===== src/common/freeze_pkg.sv =====
/*
  package for the timer freeze control block: register addresses, field positions,
  reset values and the carrier structs of the register port and the hold outputs.
  assumes a 16-bit register port with word-wide accesses at the printed addresses.
*/
package freeze_pkg;

  // ----------------------------------------------------------------------
  // register map
  // ----------------------------------------------------------------------
  localparam int unsigned ADDR_W = 32;
  localparam int unsigned DATA_W = 16;
  localparam logic [31:0] FREEZE_SET_ADDR     = 32'h5000_3300;
  localparam logic [31:0] FREEZE_RELEASE_ADDR = 32'h5000_3302;
  localparam logic [31:0] HALT_CTRL_ADDR      = 32'h5000_3304;

  // ----------------------------------------------------------------------
  // field positions and reset values
  // ----------------------------------------------------------------------
  localparam int unsigned UNIT_N          = 5;
  localparam int unsigned WAKEUP_BIT      = 0;
  localparam int unsigned SWTIMER_BIT     = 1;
  localparam int unsigned RADIO_BIT       = 2;
  localparam int unsigned WATCHDOG_BIT    = 3;
  localparam int unsigned DMA_BIT         = 4;
  localparam int unsigned AUTO_HOLD_BIT   = 0;
  localparam logic [4:0]  HOLD_RESET      = 5'h00;
  localparam logic        AUTO_HOLD_RESET = 1'h1;
  localparam logic [15:0] READ_UNMAPPED   = 16'h0000;

  // ----------------------------------------------------------------------
  // carriers
  // ----------------------------------------------------------------------
  typedef struct packed {
    logic [ADDR_W-1:0] addr;
    logic [DATA_W-1:0] wdata;
    logic              wr;
    logic              rd;
  } reg_req_t;

  typedef struct packed {
    logic dma_hold;
    logic watchdog_hold;
    logic radio_timebase_hold;
    logic software_timer_hold;
    logic wakeup_timer_hold;
  } hold_out_t;

endpackage


===== src/hdl/hold_bit.sv =====
/*
  one freeze state bit with separate write-one-to-set and write-one-to-release strokes.
  assumes strokes are one-cycle pulses from the register decode.
*/
`timescale 1ns/1ps
`default_nettype none
module hold_bit (
  input  wire logic i_clk_sys,
  input  wire logic i_reset_n,
  input  wire logic i_set,
  input  wire logic i_release,
  output logic      o_hold
);

  typedef struct packed {
    logic hold;
  } bit_state_t;

  bit_state_t state_q;
  bit_state_t state_d;

  always_comb begin
    state_d = state_q;
    if (i_release) begin
      state_d.hold = 1'b0;
    end
    if (i_set) begin
      state_d.hold = 1'b1;
    end
  end

  always_ff @(posedge i_clk_sys) begin
    if (!i_reset_n) begin
      state_q <= '0;
    end else begin
      state_q <= state_d;
    end
  end

  assign o_hold = state_q.hold;

endmodule
`default_nettype wire


===== src/hdl/timer_freeze_control.sv =====
/*
  timer freeze control: software freeze state for dma, watchdog, radio timebase,
  software timer and wake-up timer, plus automatic hold while the cpu is halted.
  assumes a single-cycle register port with read data one cycle later, and
  i_cpu_halted / i_watchdog_reset_select synchronous to i_clk_sys.
*/
// Behaviour
// - freeze set register sits at 0x50003300 and sets freeze bits.
// - freeze release register sits at 0x50003302 and clears freeze bits.
// - bit 4 one in set freezes dma; zero ignored.
// - bit 3 one in set freezes watchdog; zero ignored.
// - software (bit 3) watchdog freeze acts only while watchdog reset-select bit is zero.
// - bit 2 one in set stops radio timebase; zero ignored.
// - bit 1 one in set freezes software timer; zero ignored.
// - bit 0 one in set freezes wake-up timer; zero ignored.
// - bit 4 one in release resumes dma; zero ignored.
// - bit 3 one in release resumes watchdog; zero ignored.
// - bit 2 one in release restarts radio timebase; zero ignored.
// - bit 1 one in release resumes software timer; zero ignored.
// - bit 0 one in release resumes wake-up timer; zero ignored.
// - cpu halt freezes all when auto-hold enabled; else software state, watchdog always.
`timescale 1ns/1ps
`default_nettype none
module timer_freeze_control (
  input  wire logic                          i_clk_sys,
  input  wire logic                          i_reset_n,
  input  wire logic [freeze_pkg::ADDR_W-1:0] i_addr,
  input  wire logic [freeze_pkg::DATA_W-1:0] i_wdata,
  input  wire logic                          i_wr,
  input  wire logic                          i_rd,
  input  wire logic                          i_cpu_halted,
  input  wire logic                          i_watchdog_reset_select,
  output logic [freeze_pkg::DATA_W-1:0]      o_rdata,
  output logic                               o_halt_auto_hold_enable,
  output freeze_pkg::hold_out_t              o_hold
);

  // ----------------------------------------------------------------------
  // state
  // ----------------------------------------------------------------------
  typedef struct packed {
    logic [freeze_pkg::DATA_W-1:0] rdata;
    logic                          auto_hold_en;
    freeze_pkg::hold_out_t         hold;
  } ctrl_state_t;

  ctrl_state_t                  state_q;
  ctrl_state_t                  state_d;
  freeze_pkg::reg_req_t         req;
  logic [freeze_pkg::UNIT_N-1:0] set_stroke;
  logic [freeze_pkg::UNIT_N-1:0] release_stroke;
  logic [freeze_pkg::UNIT_N-1:0] sw_hold;
  logic                          hit_set;
  logic                          hit_release;
  logic                          hit_halt;

  assign req = '{addr: i_addr, wdata: i_wdata, wr: i_wr, rd: i_rd};

  // ----------------------------------------------------------------------
  // address decode
  // ----------------------------------------------------------------------
  assign hit_set     = (req.addr == freeze_pkg::FREEZE_SET_ADDR);
  assign hit_release = (req.addr == freeze_pkg::FREEZE_RELEASE_ADDR);
  assign hit_halt    = (req.addr == freeze_pkg::HALT_CTRL_ADDR);

  // only bits 4:0 stroke; upper bits dropped here
  assign set_stroke     = (req.wr && hit_set) ? req.wdata[freeze_pkg::UNIT_N-1:0] : '0;
  assign release_stroke = (req.wr && hit_release) ? req.wdata[freeze_pkg::UNIT_N-1:0] : '0;

  // ----------------------------------------------------------------------
  // freeze state bits
  // ----------------------------------------------------------------------
  genvar g;
  generate
    for (g = 0; g < freeze_pkg::UNIT_N; g++) begin : g_unit
      hold_bit u_hold_bit (
        .i_clk_sys (i_clk_sys),
        .i_reset_n (i_reset_n),
        .i_set     (set_stroke[g]),
        .i_release (release_stroke[g]),
        .o_hold    (sw_hold[g])
      );
    end
  endgenerate

  // ----------------------------------------------------------------------
  // next state: read port, halt control, effective holds
  // ----------------------------------------------------------------------
  always_comb begin
    state_d       = state_q;
    state_d.rdata = freeze_pkg::READ_UNMAPPED;
    if (req.rd) begin
      if (hit_set || hit_release) begin
        state_d.rdata = {11'h000, sw_hold};
      end else if (hit_halt) begin
        state_d.rdata = {15'h0000, state_q.auto_hold_en};
      end
    end
    if (req.wr && hit_halt) begin
      state_d.auto_hold_en = req.wdata[freeze_pkg::AUTO_HOLD_BIT];
    end
    state_d.hold.dma_hold            = sw_hold[freeze_pkg::DMA_BIT];
    state_d.hold.radio_timebase_hold = sw_hold[freeze_pkg::RADIO_BIT];
    state_d.hold.software_timer_hold = sw_hold[freeze_pkg::SWTIMER_BIT];
    state_d.hold.wakeup_timer_hold   = sw_hold[freeze_pkg::WAKEUP_BIT];
    // software watchdog freeze needs reset-select at zero
    state_d.hold.watchdog_hold = sw_hold[freeze_pkg::WATCHDOG_BIT] && !i_watchdog_reset_select;
    if (i_cpu_halted) begin
      state_d.hold.watchdog_hold = 1'b1;
      if (state_q.auto_hold_en) begin
        state_d.hold = '1;
      end
    end
  end

  always_ff @(posedge i_clk_sys) begin
    if (!i_reset_n) begin
      state_q <= '{rdata:        freeze_pkg::READ_UNMAPPED,
                   auto_hold_en: freeze_pkg::AUTO_HOLD_RESET,
                   hold:         freeze_pkg::HOLD_RESET};
    end else begin
      state_q <= state_d;
    end
  end

  assign o_rdata                 = state_q.rdata;
  assign o_halt_auto_hold_enable = state_q.auto_hold_en;
  assign o_hold                  = state_q.hold;

endmodule
`default_nettype wire


===== config.mk =====
export PLATFORM = sky130hd
export DESIGN_NAME = timer_freeze_control
export DESIGN_NICKNAME = d
export VERILOG_FILES = /design/src/common/freeze_pkg.sv /design/src/hdl/hold_bit.sv /design/src/hdl/timer_freeze_control.sv
export SDC_FILE = /design/constraint.sdc
export NUM_CORES = 1
export LEC_CHECK = 0
export ABC_AREA = 1
export BUFFER_PORTS_ARGS = -buffer_cell sky130_fd_sc_hd__buf_2
export CELL_PAD_IN_SITES_DETAIL_PLACEMENT = 1
export CELL_PAD_IN_SITES_GLOBAL_PLACEMENT = 2
export CORE_MARGIN = 2
export CORE_UTILIZATION = 17
export DETAILED_ROUTE_END_ITERATION = 16
export PLACE_DENSITY = 0.73
export SETUP_SLACK_MARGIN = 0.1
export SLEW_MARGIN = 10
export SYNTH_ARGS = -nofsm -noshare
export SYNTH_HDL_FRONTEND = slang
export SYNTH_SLANG_ARGS = --single-unit

===== constraint.sdc =====
create_clock -name i_clk_sys -period 1.3 [get_ports i_clk_sys]
set_input_delay 0.13 -clock i_clk_sys [delete_from_list [all_inputs] [get_ports i_clk_sys]]
set_output_delay 0.13 -clock i_clk_sys [all_outputs]
set_load 0.1 [all_outputs]

Yosys cells after proc, flatten, opt, wreduce, memory -nomap -nowiden
Index checks and enable logic that the tools add are counted.
{"block": "totals", "regBits": 27, "in_bits": 54, "out_inout_bits": 22, "wordCells": 47}
{"block": "op_classes", "n_eq_ne": 3, "n_mux": 16, "n_bitwise": 2, "reduce_logical": 13}
{"op": "$eq A32 B31 Y1 const B", "n": 3}
{"op": "$mux W5", "n": 5}
{"op": "$mux W1", "n": 11}
{"op": "$reduce_bool A2 Y1", "n": 5}
{"op": "$logic_and A1 B1 Y1", "n": 4}
{"op": "$reduce_or A3 Y1", "n": 1}
{"op": "$not A1 Y1", "n": 2}
{"op": "$reduce_and A2 Y1", "n": 1}
{"op": "$logic_not A1 Y1", "n": 1}
{"op": "$logic_or A1 B1 Y1", "n": 1}

Longest topological paths before layout
Gate-level depths: netlist of run 1.
{"block": "logic_depth", "word_depth": 5, "ltp_mapped": 9, "ltp_nobuf": 9}

By module
Synthesis of run 1 repeated with hierarchy kept, for this count alone.
{"block": "unflattened", "cells_unflattened": 163, "hier_area_um2": 985.9}
{"mod": "timer_freeze_control", "n_inst": 1, "cells_per_inst": 133, "area_per_inst_um2": 767.0, "seq_area_each_um2": 220.2}
{"mod": "hold_bit", "n_inst": 5, "cells_per_inst": 6, "area_per_inst_um2": 43.8, "seq_area_each_um2": 20.0}

Worst setup path before layout of run 1
OpenSTA, ideal clock, no wires.
{"block": "synth_timing", "path_kind": "register to register", "startpoint": "reg state_q, in the netlist o_halt_auto_hold_enable", "endpoint": "reg state_q, in the netlist o_hold[0]", "setup_ns": 0.072, "arrival_ns": 1.342, "required_ns": 1.228, "slack_ns": -0.114, "path_stages_with_launch": 3, "path_buffers": 0, "cell_sequence": "dfxtp_1 > nand2_1 > a21oi_1"}
{"block": "synth_via", "elab_chain_cells": 2}
{"item": "start: declaration", "line": "timer_freeze_control.sv:47", "rtl": "ctrl_state_t state_q;"}
{"item": "start signal: assignment", "line": "timer_freeze_control.sv:118", "rtl": "state_q <= '{rdata: freeze_pkg::READ_UNMAPPED,"}
{"item": "start signal: assignment", "line": "timer_freeze_control.sv:122", "rtl": "state_q <= state_d;"}
{"item": "$mux W5", "line": "timer_freeze_control.sv:110", "rtl": "if (state_q.auto_hold_en) begin"}
{"item": "$mux W5", "line": "timer_freeze_control.sv:108", "rtl": "if (i_cpu_halted) begin"}
No other way between the ends.
A chain may end at the register's enable or synchronous reset.

Final worst setup path of run 1
{"block": "layout_timing", "startpoint": "reg state_q, in the netlist o_halt_auto_hold_enable", "endpoint": "out o_halt_auto_hold_enable"}
{"item": "end: declaration", "line": "timer_freeze_control.sv:34", "rtl": "output logic o_halt_auto_hold_enable,"}
No word-level cell between the ends.

==> results of run 1 <==
-- logic make-up (layout without fill, tap and decap cells) --
logic type             count (synthesis)  after routing
flip-flops                            16             16
buffers and inverters                 23             69
AND/OR/NAND/NOR                       71             71
AO/OA/AOI/OAI                         11             11
other                                  1             11
-- layer usage --
metal,vias up,global-route usage
li1,479,-
met1,381,0.0959
met2,38,0.130
met3,7,0.00926
met4,0,0.0585
met5,-,0
-- cells in the final DEF (no fill, tap or decap), drive strengths merged --
master  instances
buf            54
nand3           8
nor3            1
nand3b          2
nor2           30
inv            10
clkbuf          4
clkinv          1
conb           11
nand4           7
nand2          23
a21oi          11
dfxtp          16
-- flip-flops by register name (all words and copies together), names as in the netlist --
| name | flops |
|---|---|
| o_rdata | 5 |
| o_halt_auto_hold_enable | 1 |
| g_unit.u_hold_bit.o_hold | 5 |
| o_hold | 5 |
-- power by group through the flow --
| stage | logic (mW) | clock network (mW) | registers, mW |
|---|---|---|---|
| finish | 0.326 | 0.433 | 0.500 |
| global route | 0.343 | 0.460 | 0.500 |
| CTS | 0.328 | 0.448 | 0.500 |
| detailed placement | 0.328 | 0 | 0.511 |
| global placement | 0.324 | 0 | 0.511 |
| floorplan | 0.205 | 0 | 0.573 |
-- final timing paths --
path | to | cells past startpoint | startpoint
worst max-delay path | o_halt_auto_hold_enable | 1 | o_halt_auto_hold_enable
worst min-delay path | o_halt_auto_hold_enable | 2 | i_reset_n
worst max register to register | o_hold[0] | 2 | o_halt_auto_hold_enable
worst min register to register | o_rdata[1] | 2 | g_unit[1].u_hold_bit.o_hold
-- through the flow --
stage / setup slack (ps) / hold WS [ps] / area, um2
finish: 133 / 110 / 1240
floorplan: 250 / 215 / 916
CTS: 118 / 106 / 1240
global route: 102 / 112 / 1240
global placement: 87.1 / 367 / 1190
detailed placement: 28.0 / 370 / 1190
-- area by class of cell --
| type | count | area share |
|---|---|---|
| flip-flops and latches | 16 | 0.258 |
| repair buffers | 54 | 0.219 |
| clock buffers | 4 | 0.0442 |
| inverters | 11 | 0.0332 |
| multi-input cells | 93 | 0.375 |
| well taps | 70 | 0.0704 |
==> results_dict.tcl, run 1 <==
set metrics [dict create \
    status "finished, final reports clean" \
    peakVddDrop_v 0.000211 \
    area_delta_synth_final_pct 41.9 \
    synth_mux_area_frac 0 \
    max_freq_ghz 0.857 \
    rsz0062_at_grt "no" \
    p_clk_frac 0.344 \
    register_area_um2 322 \
    drt-total-wl_um 2250 \
    synth_most_common_cell "nor2_1" \
    finalSetupViolCount 0 \
    crit_chain "buf_2" \
    crit_type "reg -> out" \
    clk_pin_slew_ps 60 \
    core_um2 5040 \
    drc 0 \
    crit_buf_inv 1 \
    nets 233 \
    portBuffers 53 \
    synth-xor-area-share 0 \
    synth.top_cells.by_count "nor2_1 (19), nand2_1 (18), dfxtp_1 (16), buf_4 (11), inv_1 (10)" \
    ys_warn_count 0 \
    dp_cells 244 \
    htreeDepth 1 \
    initial_core_util 0.174 \
    async_reset_ff_frac 0 \
    synthSimpleGateAreaFrac 0.414 \
    cts_tree "yes" \
    fin_crit_ps 1170 \
    clockBufferDepth 2 \
    grt_pass1_vias 846 \
    cts_setup_buffers 0 \
    die_h_um 75.8 \
    dpl.hpwl_um 2010 \
    cp-start-kind "flip-flop" \
    syn_area_um2 877 \
    vias 905 \
    synthAdderAreaFrac 0 \
    drv_cap 0 \
    seqPwrFrac 0.397 \
    min_path_type "in -> reg" \
    dieArea_um2 5750 \
    yosys.area.top_type "dfxtp_1" \
    dr_wl_met2_um 1050 \
    grt_max_degree 13 \
    ctsResizeCount 0 \
    cp_slowest_stage_delay_ps 430 \
    multiInputGateArea_um2 467 \
    fin_crit_sh 0.897 \
    vias_per_cell 3.65 \
    synth_seq_cells 16 \
    cp_max_fo 4 \
    worstSetupEndpointType "primary output" \
    synth_top_family_by_area "simple AND/OR/NAND/NOR gates" \
    power_density_nw_per_um2 1010 \
    synth_top_cells_by_area "dfxtp_1 (37%), buf_4 (9.4%), nor2_1 (8.1%), nand2_1 (7.7%), nor2_2 (5.7%)" \
    slowest_stage "buf_2" \
    rows 26 \
    diodes 0 \
    clkSinkCount 16 \
    met1Wirelength_um 942 \
    cts-buffers-inserted 3 \
    drive_gt1_frac 0.438 \
    cts-root-buf "clkbuf_8" \
    wl_met3_um 172 \
    critPathTopFamily "buffers and inverters" \
    globalRouteOverflowTotal 0 \
    final_core_util 0.247 \
    ctsHoldBuffers 0 \
    arrival_ps 1040 \
    grt_pass1_wl_um 3520 \
    n_fill_cell 656 \
    synth.avg_cell_area_um2 7.19 \
    ff2ff_setup_slack_ps 620 \
    swShare 0.339 \
    synth_compound_area_frac 0.0713 \
    synth_cell_types 18 \
    ant_nets 0 \
    fin_skew_ps 1.27 \
    internal_power_uw 833 \
    grt_use_total 0.0798 \
    routedWlPerCell_um 9.09 \
    finalMaxSlewViolations 0 \
    synth_flop_cell "dfxtp_1" \
    hold_violations 0 \
    p_comb_frac 0.259 \
    final_cells 248 \
    p_leak_nw 0.542 \
    antenna_found_initial 0 \
    required_ps 1170 \
    routabilityCongestion 0.644 \
    p_switching_uw 427 \
    drt-initial-drc-count 22 \
    worst_skew_pair.late_latency_ps 250 \
    p_total_mw 1.26 \
    synth_top_area_share 0.365 \
    first_pass_iters 4 \
    syn_inst 122 \
    synth_seq_area_share 0.365 \
    setup_tns_ps 0 \
    routed.top_layer "met4" \
    synth_enable_flop_cells 0 \
    die_w_um 75.8 \
    ios 76 \
]
(Power assumes the default switching activity.)
==> run 2, diff against run 1 <==
==> constraint.sdc (replaced) <==
create_clock -name i_clk_sys -period 1.3 [get_ports i_clk_sys]
set_input_delay 0.26 -clock i_clk_sys [delete_from_list [all_inputs] [get_ports i_clk_sys]]
set_output_delay 0.26 -clock i_clk_sys [all_outputs]
set_load 0.1 [all_outputs]
==> run 2 against run 1 <==
Die area is the same; core utilization up 3.6 points; sequential share of layout area decreased by 3.3 points; first-iteration DRC count up 9.1%; largest power group unchanged; count of clock-buffer cells in the layout unchanged; worst hold slack gained 140 ps.
==> results_dict.tcl, run 2 (synthesis gave the netlist of run 1 again) <==
set metrics [dict create \
    vias 910 \
    core_um2 5040 \
    first_pass_iters 4 \
    fin_crit_ps 1070 \
    clk_pin_slew_ps 60 \
    nets 234 \
    portBuffers 53 \
    min_path_type "in -> reg" \
    seqPwrFrac 0.395 \
    clkSinkCount 16 \
    p_switching_uw 422 \
    grt_use_total 0.0834 \
    dpl.hpwl_um 2040 \
    cts-root-buf "clkbuf_8" \
    area_delta_synth_final_pct 62.5 \
    diodes 0 \
    n_fill_cell 624 \
    routedWlPerCell_um 9.07 \
    finalMaxSlewViolations 0 \
    cp_slowest_stage_delay_ps 190 \
    cts_tree "yes" \
    power_density_nw_per_um2 899 \
    internal_power_uw 859 \
    required_ps 1480 \
    worstSetupEndpointType "flip-flop" \
    status "finished, final reports clean" \
    peakVddDrop_v 0.000324 \
    final_common_cell "buf_2" \
    drc 0 \
    arrival_ps 1240 \
    dieArea_um2 5750 \
    rows 26 \
    drt-total-wl_um 2260 \
    globalRouteOverflowTotal 0 \
    drt-initial-drc-count 24 \
    antenna_found_initial 0 \
    crit_chain "buf_2 -> nor2_1 -> nand2_1 -> nor2_4 -> nand2_2 -> a21oi_2 -> nand3_2 -> nor2_1" \
    hold_violations 0 \
    finalSetupViolCount 0 \
    fin_skew_ps 0.461 \
    crit_type "in -> reg" \
    rsz0062_at_grt "yes" \
    swShare 0.330 \
    p_clk_frac 0.330 \
    final_cell_mix "buf_2 (42), nor2_1 (19), nand2_1 (17)" \
    cp_max_fo 4 \
    ios 76 \
    die_h_um 75.8 \
    drv_cap 0 \
    initial_core_util 0.174 \
    grt_pass1_vias 865 \
    ctsHoldBuffers 0 \
    cp-start-kind "primary input" \
    p_comb_frac 0.275 \
    slowest_stage "a21oi_2" \
    max_freq_ghz 0.939 \
    p_total_mw 1.28 \
    die_w_um 75.8 \
    grt_max_degree 13 \
    routabilityCongestion 0.629 \
    htreeDepth 1 \
    grt_pass1_wl_um 3700 \
    p_leak_nw 0.588 \
    final_core_util 0.283 \
    clockBufferDepth 2 \
    path_common_cell "nor2_1" \
    fin_crit_sh 0.819 \
    drive_gt1_frac 0.447 \
    cts-buffers-inserted 3 \
    vias_per_cell 3.65 \
    worst_skew_pair.late_latency_ps 240 \
    ant_nets 0 \
]
run 2: per-layer routing:
metal  GRT usage  up-vias  wire, um
met3      0.0172        4       162
li1            -      482         -
met4      0.0351        0        42
met5           0        -         0
met1      0.0968      389       949
met2       0.148       35      1100
run 2: final timing paths:
check / cells after the start / from / slack (ps) / end
worst max register to register: 2 / o_halt_auto_hold_enable / 580 / o_hold[2]
worst max-delay path: 8 / i_addr[11] / 230 / o_rdata[4]
worst min register to register: 2 / g_unit[2].u_hold_bit.o_hold / 460 / o_rdata[2]
worst min-delay path: 2 / i_reset_n / 250 / o_halt_auto_hold_enable
run 2: repair_timing:
| action | CTS | global route |
|---|---|---|
| setup buffers | 0 | 0 |
| gates resized for setup | 0 | 2 |
| setup endpoints to repair | 0 | 6 |
run 2: power by group through the flow:
stage	clock network [mW]	logic (mW)	registers [mW]
global placement	0	0.351	0.516
finish	0.423	0.352	0.506
global route	0.461	0.371	0.506
CTS	0.442	0.354	0.506
detailed placement	0	0.354	0.517
floorplan	0	0.205	0.573
run 2: worst max-delay path: cells and delay by family:
family / cells / cell delay, ps
compound gates: 1 / 190
buf+inv: 1 / 90
simple gates: 6 / 700
run 2: final cells by class:
type | count | area [um2] | area share
Timing Repair Buffer | 55 | 445 | 0.313
Multi-Input combinational cell | 93 | 474 | 0.333
Tap cell | 70 | 87.6 | 0.0615
Sequential cell | 16 | 322 | 0.226
Inverter | 11 | 41.3 | 0.0290
Clock buffer | 4 | 55.1 | 0.0386
run 2: metrics by stage:
| step | cells | setup slack, ps | hold slack (ps) | TNS, ps | cell area [um2] |
|---|---|---|---|---|---|
| CTS | 249 | 189 | 245 | 0 | 1420 |
| global placement | 245 | -39.7 | 447 | -169 | 1360 |
| global route | 249 | 92.8 | 258 | 0 | 1430 |
| finish | 249 | 235 | 251 | 0 | 1430 |
| detailed placement | 245 | -68.5 | 449 | -334 | 1360 |
| floorplan | 132 | 131 | 345 | 0 | 916 |
